<file path="config.mk">
export PLATFORM = sky130hd
export DESIGN_NAME = tm3_timer
export DESIGN_NICKNAME = d
export VERILOG_FILES = /design/src/shared/tm3_pkg.sv /design/src/hdl/tm3_clk_sync.sv /design/src/hdl/tm3_timer.sv
export SDC_FILE = /design/constraint.sdc
export NUM_CORES = 1
export LEC_CHECK = 0
export BUFFER_PORTS_ARGS = -buffer_cell sky130_fd_sc_hd__buf_2
export CAP_MARGIN = 20
export CORE_AREA = 2 2 108 110
export CTS_CLUSTER_SIZE = 40
export DETAILED_ROUTE_END_ITERATION = 8
export DIE_AREA = 0 0 110 112
export PLACE_DENSITY = 0.56
export SETUP_SLACK_MARGIN = 0.2
export SLEW_MARGIN = 40
export SYNTH_ARGS = -nofsm -noshare
export SYNTH_HDL_FRONTEND = slang
export SYNTH_SLANG_ARGS = --single-unit
export TNS_END_PERCENT = 20
</file>
<file path="constraint.sdc">
create_clock -name clk_sys -period 2.8 [get_ports clk_sys]
set_clock_uncertainty 0.15 [all_clocks]
set_input_delay 0.28 -clock clk_sys [delete_from_list [all_inputs] [get_ports clk_sys]]
set_output_delay 0.28 -clock clk_sys [all_outputs]
set_load 0.01 [all_outputs]
</file>
<file path="src/shared/tm3_pkg.sv">
// constants, register map and field layout of the timer 3 block
package tm3_pkg;

  // ==========================================================
  // register addresses on the special function register port
  localparam logic [7:0] TM3_ADDR_CONTROL     = 8'h91;
  localparam logic [7:0] TM3_ADDR_RELOAD_LOW  = 8'h92;
  localparam logic [7:0] TM3_ADDR_RELOAD_HIGH = 8'h93;
  localparam logic [7:0] TM3_ADDR_COUNT_LOW   = 8'h94;
  localparam logic [7:0] TM3_ADDR_COUNT_HIGH  = 8'h95;

  // ==========================================================
  // control register fields
  localparam int TM3_CTL_HIGH_FLAG_BIT   = 7;
  localparam int TM3_CTL_LOW_FLAG_BIT    = 6;
  localparam int TM3_CTL_LOW_IRQ_EN_BIT  = 5;
  localparam int TM3_CTL_CAPTURE_EN_BIT  = 4;
  localparam int TM3_CTL_SPLIT_BIT       = 3;
  localparam int TM3_CTL_RUN_BIT         = 2;
  localparam int TM3_CTL_ALT_CLK_MSB     = 1;
  localparam int TM3_CTL_ALT_CLK_LSB     = 0;

  // ==========================================================
  // reset values
  localparam logic [7:0] TM3_CONTROL_RESET = 8'h00;
  localparam logic [7:0] TM3_RELOAD_RESET  = 8'h00;
  localparam logic [7:0] TM3_COUNT_RESET   = 8'h00;
  localparam logic [7:0] TM3_UNMAPPED_READ = 8'h00;

  // ==========================================================
  // byte limits
  localparam logic [7:0] TM3_BYTE_MAX  = 8'hff;
  localparam logic [7:0] TM3_BYTE_ZERO = 8'h00;
  localparam logic [7:0] TM3_BYTE_ONE  = 8'h01;

  // ==========================================================
  // timing: system clock prescale and synchroniser depth
  localparam int TM3_SYSDIV_DEFAULT = 12;
  localparam int TM3_SYNC_STAGES    = 2;

  // ==========================================================
  // alternate clock source selection
  typedef enum logic [1:0] {
    TM3_ALT_SYSDIV12 = 2'b00,
    TM3_ALT_EXT_DIV8 = 2'b01,
    TM3_ALT_RESERVED = 2'b10,
    TM3_ALT_LFO_DIV8 = 2'b11
  } tm3_alt_clk_type;

endpackage

</file>
<file path="src/hdl/tm3_clk_sync.sv">
// synchroniser with edge pulses for one slow clock source
`timescale 1ns/1ns
module tm3_clk_sync
  import tm3_pkg::*;
#(
  parameter int STAGES = TM3_SYNC_STAGES
) (
  input  wire logic clk_sys,
  input  wire logic srst,
  input  wire logic async_in,
  output logic      rise_pulse,
  output logic      fall_pulse
);

  // ==========================================================
  // elaboration check
  if (STAGES < 2) begin : g_bad_stages
    $error("tm3_clk_sync needs at least two stages");
  end

  // ==========================================================
  // flop chain; stage 0 feeds only stage 1
  logic [STAGES-1:0] sync_q;
  logic              last_q;

  always_ff @(posedge clk_sys) begin
    if (srst) begin
      sync_q <= '0;
      last_q <= 1'b0;
    end else begin
      sync_q <= {sync_q[STAGES-2:0], async_in};
      last_q <= sync_q[STAGES-1];
    end
  end

  // ==========================================================
  // edges seen only past the last stage
  assign rise_pulse = sync_q[STAGES-1] & ~last_q;
  assign fall_pulse = ~sync_q[STAGES-1] & last_q;

endmodule

</file>
<file path="src/hdl/tm3_timer.sv">
// timer 3 control, reload and count registers with auto-reload counting
// ==========================================================
`timescale 1ns/1ns
module tm3_timer
  import tm3_pkg::*;
#(
  parameter int SYSDIV = TM3_SYSDIV_DEFAULT
) (
  input  wire logic       clk_sys,
  input  wire logic       srst,
  input  wire logic [7:0] sfr_addr,
  input  wire logic       sfr_wr,
  input  wire logic       sfr_rd,
  input  wire logic [7:0] sfr_wdata,
  output logic      [7:0] sfr_rdata,
  input  wire logic       timer_irq_enable,
  input  wire logic       upper_byte_system_clock_select,
  input  wire logic       lower_byte_system_clock_select,
  input  wire logic       ext_osc_div8,
  input  wire logic       lfo_div8,
  input  wire logic       low_freq_oscillator,
  output logic            timer_irq_req
);

  // ==========================================================
  // elaboration check
  if (SYSDIV < 2) begin : g_bad_sysdiv
    $error("tm3_timer needs a system clock divider of at least two");
  end

  localparam int PW = $clog2(SYSDIV);
  localparam logic [PW-1:0] PRE_LAST = PW'(SYSDIV - 1);
  localparam logic [PW-1:0] PRE_ZERO = '0;
  localparam logic [PW-1:0] PRE_ONE  = PW'(1);

  // ==========================================================
  // decode helpers
  function automatic logic addr_hit(input logic [7:0] addr, input logic [7:0] target);
    addr_hit = (addr == target);
  endfunction

  function automatic logic byte_tick(input logic system_clock_sel, input logic alt_tick);
    // system clock ticks on every edge
    byte_tick = system_clock_sel | alt_tick;
  endfunction

  // ==========================================================
  // register state
  logic            high_overflow_flag_q;
  logic            low_overflow_flag_q;
  logic            low_byte_irq_enable_q;
  logic            osc_capture_enable_q;
  logic            split_mode_q;
  logic            run_control_q;
  tm3_alt_clk_type alt_clock_select_q;
  logic [7:0]      reload_low_q;
  logic [7:0]      reload_high_q;
  logic [7:0]      count_low_q;
  logic [7:0]      count_high_q;
  logic [7:0]      count_low_d;
  logic [7:0]      count_high_d;
  logic [7:0]      sfr_rdata_q;
  logic [PW-1:0]   prescale_q;

  // ==========================================================
  // write strobes
  logic wr_control;
  logic wr_reload_low;
  logic wr_reload_high;
  logic wr_count_low;
  logic wr_count_high;

  assign wr_control     = sfr_wr & addr_hit(sfr_addr, TM3_ADDR_CONTROL);
  assign wr_reload_low  = sfr_wr & addr_hit(sfr_addr, TM3_ADDR_RELOAD_LOW);
  assign wr_reload_high = sfr_wr & addr_hit(sfr_addr, TM3_ADDR_RELOAD_HIGH);
  assign wr_count_low   = sfr_wr & addr_hit(sfr_addr, TM3_ADDR_COUNT_LOW);
  assign wr_count_high  = sfr_wr & addr_hit(sfr_addr, TM3_ADDR_COUNT_HIGH);

  // ==========================================================
  // slow source synchronisers
  // a source idling high as reset lifts gives one spurious first tick
  logic [2:0] src_raw;
  logic [2:0] src_rise;
  logic [2:0] src_fall;

  assign src_raw = {low_freq_oscillator, lfo_div8, ext_osc_div8};

  for (genvar i = 0; i < 3; i++) begin : g_sync
    tm3_clk_sync #(
      .STAGES     (TM3_SYNC_STAGES)
    ) u_sync (
      .clk_sys    (clk_sys),
      .srst       (srst),
      .async_in   (src_raw[i]),
      .rise_pulse (src_rise[i]),
      .fall_pulse (src_fall[i])
    );
  end

  logic ext_tick;
  logic lfo_tick;
  logic lfo_fall;

  assign ext_tick = src_rise[0];
  assign lfo_tick = src_rise[1];
  assign lfo_fall = src_fall[2];

  // ==========================================================
  // system clock prescaler
  // free-running, so the first divided tick after run is set may come early
  logic sysdiv_tick;

  always_ff @(posedge clk_sys) begin
    if (srst) begin
      prescale_q <= PRE_ZERO;
    end else if (prescale_q == PRE_LAST) begin
      prescale_q <= PRE_ZERO;
    end else begin
      prescale_q <= prescale_q + PRE_ONE;
    end
  end

  assign sysdiv_tick = (prescale_q == PRE_LAST);

  // ==========================================================
  // alternate source decode, shared by both bytes
  logic alt_tick;

  always_comb begin
    case (alt_clock_select_q)
      TM3_ALT_SYSDIV12: alt_tick = sysdiv_tick;
      TM3_ALT_EXT_DIV8: alt_tick = ext_tick;
      TM3_ALT_LFO_DIV8: alt_tick = lfo_tick;
      TM3_ALT_RESERVED: alt_tick = 1'b0; // reserved code never ticks
      default:          alt_tick = 1'b0;
    endcase
  end

  logic tick_low;
  logic tick_high;

  assign tick_low  = byte_tick(lower_byte_system_clock_select, alt_tick);
  assign tick_high = byte_tick(upper_byte_system_clock_select, alt_tick);

  // ==========================================================
  // count enables and wrap detection
  logic low_step;
  logic high_step;
  logic low_wrap;
  logic high_wrap;

  always_comb begin
    if (split_mode_q) begin
      low_step  = tick_low; // lower byte always runs
      high_step = run_control_q & tick_high;
      low_wrap  = low_step & (count_low_q == TM3_BYTE_MAX);
      high_wrap = high_step & (count_high_q == TM3_BYTE_MAX);
    end else begin
      // 16-bit mode steps on the lower byte source
      low_step  = run_control_q & tick_low;
      low_wrap  = low_step & (count_low_q == TM3_BYTE_MAX);
      high_step = low_wrap;
      high_wrap = low_wrap & (count_high_q == TM3_BYTE_MAX);
    end
  end

  // ==========================================================
  // count next values; a software write beats a same-cycle step
  always_comb begin
    count_low_d = count_low_q;
    if (wr_count_low) begin
      count_low_d = sfr_wdata;
    end else if (low_wrap) begin
      if (split_mode_q) begin
        count_low_d = reload_low_q;
      end else if (high_wrap) begin
        count_low_d = reload_low_q;
      end else begin
        count_low_d = TM3_BYTE_ZERO;
      end
    end else if (low_step) begin
      count_low_d = count_low_q + TM3_BYTE_ONE;
    end
  end

  always_comb begin
    count_high_d = count_high_q;
    if (wr_count_high) begin
      count_high_d = sfr_wdata;
    end else if (high_wrap) begin
      // split reloads its own byte, 16-bit reloads the pair
      count_high_d = reload_high_q;
    end else if (high_step) begin
      count_high_d = count_high_q + TM3_BYTE_ONE;
    end
  end

  always_ff @(posedge clk_sys) begin
    if (srst) begin
      count_low_q  <= TM3_COUNT_RESET;
      count_high_q <= TM3_COUNT_RESET;
    end else begin
      count_low_q  <= count_low_d;
      count_high_q <= count_high_d;
    end
  end

  // ==========================================================
  // capture of the count on a low-frequency falling edge
  logic capture_evt;

  assign capture_evt = osc_capture_enable_q & lfo_fall;

  // capture beats a same-cycle software write to the reload pair
  // in split mode the capture takes both byte counters as they stand
  always_ff @(posedge clk_sys) begin
    if (srst) begin
      reload_low_q  <= TM3_RELOAD_RESET;
      reload_high_q <= TM3_RELOAD_RESET;
    end else if (capture_evt) begin
      reload_low_q  <= count_low_q;
      reload_high_q <= count_high_q;
    end else begin
      if (wr_reload_low) begin
        reload_low_q <= sfr_wdata;
      end
      if (wr_reload_high) begin
        reload_high_q <= sfr_wdata;
      end
    end
  end

  // ==========================================================
  // control fields written by software
  always_ff @(posedge clk_sys) begin
    if (srst) begin
      low_byte_irq_enable_q <= TM3_CONTROL_RESET[TM3_CTL_LOW_IRQ_EN_BIT];
      osc_capture_enable_q  <= TM3_CONTROL_RESET[TM3_CTL_CAPTURE_EN_BIT];
      split_mode_q          <= TM3_CONTROL_RESET[TM3_CTL_SPLIT_BIT];
      run_control_q         <= TM3_CONTROL_RESET[TM3_CTL_RUN_BIT];
      alt_clock_select_q    <= tm3_alt_clk_type'(TM3_CONTROL_RESET[TM3_CTL_ALT_CLK_MSB:TM3_CTL_ALT_CLK_LSB]);
    end else if (wr_control) begin
      low_byte_irq_enable_q <= sfr_wdata[TM3_CTL_LOW_IRQ_EN_BIT];
      osc_capture_enable_q  <= sfr_wdata[TM3_CTL_CAPTURE_EN_BIT];
      split_mode_q          <= sfr_wdata[TM3_CTL_SPLIT_BIT];
      run_control_q         <= sfr_wdata[TM3_CTL_RUN_BIT];
      alt_clock_select_q    <= tm3_alt_clk_type'(sfr_wdata[TM3_CTL_ALT_CLK_MSB:TM3_CTL_ALT_CLK_LSB]);
    end
  end

  // ==========================================================
  // overflow flags; a hardware set wins over a same-cycle clear
  logic high_set;
  logic low_set;

  assign high_set = high_wrap | capture_evt;
  assign low_set  = low_wrap;

  always_ff @(posedge clk_sys) begin
    if (srst) begin
      high_overflow_flag_q <= TM3_CONTROL_RESET[TM3_CTL_HIGH_FLAG_BIT];
    end else if (high_set) begin
      high_overflow_flag_q <= 1'b1;
    end else if (wr_control) begin
      // only software changes it otherwise, no clear on interrupt entry
      high_overflow_flag_q <= sfr_wdata[TM3_CTL_HIGH_FLAG_BIT];
    end
  end

  always_ff @(posedge clk_sys) begin
    if (srst) begin
      low_overflow_flag_q <= TM3_CONTROL_RESET[TM3_CTL_LOW_FLAG_BIT];
    end else if (low_set) begin
      low_overflow_flag_q <= 1'b1;
    end else if (wr_control) begin
      low_overflow_flag_q <= sfr_wdata[TM3_CTL_LOW_FLAG_BIT];
    end
  end

  // ==========================================================
  // interrupt request, a level that follows the flags
  assign timer_irq_req = timer_irq_enable &
                         (high_overflow_flag_q | (low_byte_irq_enable_q & low_overflow_flag_q));

  // ==========================================================
  // read path; registered, so data follow the read strobe by one cycle
  logic [7:0] control_view;
  logic [7:0] rdata_d;

  always_comb begin
    control_view = TM3_CONTROL_RESET;
    control_view[TM3_CTL_HIGH_FLAG_BIT]  = high_overflow_flag_q;
    control_view[TM3_CTL_LOW_FLAG_BIT]   = low_overflow_flag_q;
    control_view[TM3_CTL_LOW_IRQ_EN_BIT] = low_byte_irq_enable_q;
    control_view[TM3_CTL_CAPTURE_EN_BIT] = osc_capture_enable_q;
    control_view[TM3_CTL_SPLIT_BIT]      = split_mode_q;
    control_view[TM3_CTL_RUN_BIT]        = run_control_q;
    control_view[TM3_CTL_ALT_CLK_MSB:TM3_CTL_ALT_CLK_LSB] = alt_clock_select_q;
  end

  always_comb begin
    case (sfr_addr)
      TM3_ADDR_CONTROL:     rdata_d = control_view;
      TM3_ADDR_RELOAD_LOW:  rdata_d = reload_low_q;
      TM3_ADDR_RELOAD_HIGH: rdata_d = reload_high_q;
      TM3_ADDR_COUNT_LOW:   rdata_d = count_low_q;
      TM3_ADDR_COUNT_HIGH:  rdata_d = count_high_q;
      default:              rdata_d = TM3_UNMAPPED_READ;
    endcase
  end

  // reads have no side effects, so holding between strobes is safe
  // the 16-bit count is not snapshotted, so a low-then-high read may tear
  always_ff @(posedge clk_sys) begin
    if (srst) begin
      sfr_rdata_q <= TM3_UNMAPPED_READ;
    end else if (sfr_rd) begin
      sfr_rdata_q <= rdata_d;
    end
  end

  assign sfr_rdata = sfr_rdata_q;

endmodule

</file>
Yosys cells after proc, flatten, opt, wreduce, memory -nomap -nowiden. Index checks and enable logic that the tools add are counted.

Input port bits: 26. Output and inout bits: 9. Register bits after elaboration: 61. Word-level logic and storage cells: 87.

Bitwise operators: 24. $add $sub $neg: 3. Equal/unequal tests: 11. Muxes and demuxes: 22. Reductions and logical operators: 8.

Operator list (number): $mux 8 (12); $eq 8x8->1 const B (7); $pmux 8 s5 (1); $and 1x1->1 (17); $add 8x1->8 const B (2); $mux 1 (8); $reduce_bool 2->1 (4); $reduce_bool 3->1 (2); $add 4x1->4 const B (1); $eq 2x2->1 const B (2); $eq 4x4->1 const B (1); $or 1x1->1 (4); $pmux 1 s4 (1); $not 1->1 (3); $eq 2x1->1 const B (1); $logic_not 2->1 (1); $reduce_or 2->1 (1).

Depth between registers and ports, before layout.
Depth in word-level cells: 12. Gate-level depth with buffers: 7. Gate-level depth less buffers: 6.

Hierarchy. Synthesis repeated with hierarchy kept, for this count alone.

Cell total of the unflattened synthesis: 380. Area, all modules: 3281.9 um^2.

By module, submodules not included: tm3_timer (instances 1, seq. area each 1041.0 um^2, area an instance 3007.9 um^2, cells each 356); tm3_clk_sync (instances 3, seq. area each 60.1 um^2, area an instance 91.3 um^2, cells each 8).

Least setup slack after synthesis. Ideal clock, no wire load.

Path type: register to register. Start: register count_low_q[1]. End: register count_high_q[1]. Path slack: 471 ps. Period minus slack after synthesis: 2329 ps. Library setup time: 62 ps. Data required time: 2588 ps. Path buffers: 1. Cell stages (with the launch flop): 8. Arrival time: 2117 ps. Path through: dfxtp_1 > ha_1 > and3_1 > a21oi_2 > or4_1 > buf_4 > or4_1 > nand3_1.

Cells in the longest elaborated chain, start to end: 6. Elaborated cells between the ends (all ways): 8. Classes of those cells: 1 x eq/ne; 4 x mux; 2 x bitwise; 1 x reduce/logical.

Ends and longest elaborated chain: start, declared (RTL line tm3_timer.sv:58) `logic [7:0] count_low_q;`; start signal, assigned (RTL line tm3_timer.sv:203) `count_low_q <= count_low_d;`; $eq 8x8->1 * (RTL line tm3_timer.sv:161) `low_wrap = low_step & (count_low_q == TM3_BYTE_MAX);`; $and 1x1->1 * (RTL line tm3_timer.sv:161); $and 1x1->1 (RTL line tm3_timer.sv:163) `high_wrap = low_wrap & (count_high_q == TM3_BYTE_MAX);`; $mux 1 (RTL line tm3_timer.sv:153) `if (split_mode_q) begin`; $mux 8 (RTL line tm3_timer.sv:190) `end else if (high_wrap) begin`; $mux 8 (RTL line tm3_timer.sv:188) `if (wr_count_high) begin`; end signal, assigned (RTL line tm3_timer.sv:204) `count_high_q <= count_high_d;`; end, declared (RTL line tm3_timer.sv:59) `logic [7:0] count_high_q;`.

Mark *: on every way between the ends. The rest lies on a longest branch, timed or not. A chain may end at the register's enable or synchronous reset.

Final worst setup path.
Start: register count_low_q[0]. End: register count_high_q[1].

The elaborated chain is that of the path after synthesis.

==> impl_metrics.env <==
export IMPL_outcome="finished, final reports clean"
export IMPL_hold_viol=0
export IMPL_clock_fmax_mhz=393.1
export IMPL_cts_made_buffers=9
export IMPL_viasPerCell=5.582
export IMPL_crit_type="flop to flop"
export IMPL_grt_use_total_pct=17.37
export IMPL_cts_sinks=61
export IMPL_cts_tree="yes"
export IMPL_placementRows=39
export IMPL_cp_start_kind="flop"
export IMPL_ys_warnings_count=0
export IMPL_postSynthAreaPerCell_um2=8.516
export IMPL_ys_flop_type="dfxtp_1"
export IMPL_drive_gt1_share_pct=18.62
export IMPL_layout_setup_ws_ns=0.2564
export IMPL_worstSetupEndpoint="count_high_q[1]$_SDFFE_PP0P_"
export IMPL_period_share_pct=90.84
export IMPL_area_growth_pct=20.35
export IMPL_drt_iter0_drc=290
export IMPL_numPortBuffers=34
export IMPL_p_leak_nw=1.524
export IMPL_relSlewSlack_pct=57.57
export IMPL_synth_edf_count=0
export IMPL_critPathCaptureType="flop"
export IMPL_grt_overflow_total=0
export IMPL_start_util_pct=29.11
export IMPL_design_area_um2=3915
export IMPL_required_ns=2.92
export IMPL_syn_inst=382
export IMPL_cp_arrival_ns=2.66
export IMPL_hp_class="input pin to flop"
export IMPL_drv_cap=0
export IMPL_setup_viol_count_final=0
export IMPL_pwr_density_cell_nw_per_um2=534.2
export IMPL_grt_pass1_vias=3003
export IMPL_h_tree_depth=3
export IMPL_clock_latency_ns=0.33
export IMPL_place_area_um2=3588
export IMPL_reg2reg_depth=6
export IMPL_grt_pass1_wl_um=16190
export IMPL_final_common_cell="dfxtp_1"
export IMPL_slew_viol_final=0
export IMPL_place_congestion=0.8744
export IMPL_nets=443
export IMPL_dieArea_um2=12320
export IMPL_ctsLongestPathBuffers=2
export IMPL_die_x_um=110
export IMPL_syn_cell_area_um2=3253
export IMPL_dp_cells=544
export IMPL_worstMarginPinSlew_ns=0.6351
export IMPL_dp_hpwl_um=7183
export IMPL_yosysSeqAreaShare_pct=37.54
export IMPL_vias=3137
export IMPL_finalNonFillerCells=562
export IMPL_r2r_end="count_high_q[1]$_SDFFE_PP0P_"
export IMPL_rr_startpoint="count_low_q[0]$_SDFFE_PP0P_"
export IMPL_path_clk_slew_ns=0.06
export IMPL_layout_min_cycle_time_ns=2.544
export IMPL_path_max_fanout=10
export IMPL_die_y_um=112
export IMPL_drtPass1Iterations=5
export IMPL_mostFrequentLayoutCells="dfxtp_1 (61), nor2_1 (48), buf_2 (34)"
export IMPL_ys_ff_latch=61
export IMPL_core_area_um2=11170
export IMPL_antenna_found_initial=0
export IMPL_syn_nets=411
export IMPL_wl_per_cell_um=17.92
export IMPL_drc=0
export IMPL_rsz0062_at_grt="yes"
export IMPL_grt_max_degree=35
export IMPL_ios=35
export IMPL_reg2reg_slack_ns=0.26
export IMPL_peakVddDrop_mv=0.3066
export IMPL_synthDistinctLibCells=53
export IMPL_cts_root_buf="clkbuf_16"
export IMPL_ant_nets=0
export IMPL_routed_wl_um=10070
export IMPL_crit_start="count_low_q[0]$_SDFFE_PP0P_"
export IMPL_diodes=0
export IMPL_tns_ns=0
export IMPL_synthArstFlopShare_pct=0
export IMPL_fin_hold_ws_ns=0.01396
export IMPL_preCtsSetupSlack_ns=0.1999
==> per-stage QoR <==
stage,utilization [%],power [mW]
final,35.04,2.091
after global routing,35.04,2.168
after CTS,34.87,2.114
after detailed placement,32.11,1.020
after global placement,32.11,1.018
after floorplan,-,0.9662
==> synth_stat cells, types with 3 or more instances <==
cell type | count | area share (%)
clkbuf_1 | 18 | 2.1
and4_1 | 3 | 0.81
buf_1 | 5 | 0.58
xnor2_1 | 7 | 1.9
ha_1 | 3 | 1.2
a2111oi_0 | 7 | 1.9
o21ai_0 | 10 | 1.5
a221oi_1 | 12 | 3.2
dfxtp_1 | 61 | 38
a211oi_1 | 20 | 4.6
nand4_1 | 15 | 2.9
a21oi_1 | 8 | 1.2
nand3_1 | 15 | 2.3
nor3b_1 | 4 | 0.92
and3_1 | 4 | 0.77
o211ai_1 | 5 | 1.2
buf_2 | 5 | 0.77
a22oi_1 | 8 | 1.8
nor3_1 | 3 | 0.46
o41ai_1 | 3 | 0.81
nor4_1 | 3 | 0.58
nand2_1 | 25 | 2.9
nor2_1 | 48 | 5.5
inv_1 | 12 | 1.4
a311oi_1 | 12 | 3.2
nor2b_1 | 10 | 1.9
mux2i_1 | 19 | 5.8
==> cell type report <==
class                      instances  area (um2)
clock buffer                      12       246.5
fill                            1136        7259
sequential                        61        1221
tap                              143       178.9
inverter                          12       45.04
multi-input combinational        279        1876
timing repair buffer              51       300.3
clock inverter                     4       47.55
==> kinds of logic (layout without fill, tap and decap cells) <==
family	count (synthesis)	count (layout)	synth area share, %
flops	61	61	37.54
simple gates	151	151	25.00
mux	20	20	6.192
compound gates	96	96	22.42
fa+ha+maj	3	3	1.154
buf+inv	42	79	5.269
xor+xnor	9	9	2.423
==> sequential cells by signal (all words and copies together) (netlist names), 3 cells and up <==
signal,flops
reload_low_q,8
g_sync.u_sync.last_q,3
count_low_q,8
prescale_q,4
g_sync.u_sync.sync_q,6
count_high_q,8
sfr_rdata,8
reload_high_q,8
==> how the worst min path moves through the flow <==
stage                                                from                                    end  slack, ns  depth (start not counted)
global route                          low_freq_oscillator  g_sync[2].u_sync.sync_q[0]$_SDFF_PP0_       0.02                          2
CTS                                              lfo_div8  g_sync[1].u_sync.sync_q[0]$_SDFF_PP0_      0.004                          2
global placement    g_sync[1].u_sync.sync_q[0]$_SDFF_PP0_  g_sync[1].u_sync.sync_q[1]$_SDFF_PP0_       0.27                          1
detailed placement  g_sync[0].u_sync.sync_q[0]$_SDFF_PP0_  g_sync[0].u_sync.sync_q[1]$_SDFF_PP0_       0.27                          1
finish                                           lfo_div8  g_sync[1].u_sync.sync_q[0]$_SDFF_PP0_       0.01                          2
floorplan                                    ext_osc_div8  g_sync[0].u_sync.sync_q[0]$_SDFF_PP0_       0.26                          1
==> worst max-delay path, stage by stage (launching register included) <==
cell and delay [ns]:
dfxtp_1 0.47, ha_1 0.32, and3_1 0.26, a21oi_2 0.11
or4_4 0.57, or4_1 0.53, nand3_1 0.08
==> metal layers <==
layer	part of all wire, %	vias up	track usage (%)
li1	-	1506	-
met1	45	1516	23.98
met2	47	97	26.26
met3	5.6	18	3.454
met4	2.6	0	7.089
met5	0	-	0
==> power breakdown <==
part           switching (mW)  internal (mW)  total [mW]
Sequential            0.00833          0.885       0.893
Clock                   0.377          0.709        1.09
Combinational          0.0704         0.0415       0.112
==> repair_timing <==
action | 4_1_cts | 5_1_grt
hold buffers | 1 | 0
buffers inserted | 0 | 1
gates resized for setup | 1 | 2
setup endpoints to repair | 1 | 10
hold endpoints to repair | 1 | 0
pin swaps | 0 | 1
No activity file was read; power rests on OpenSTA's default activity.
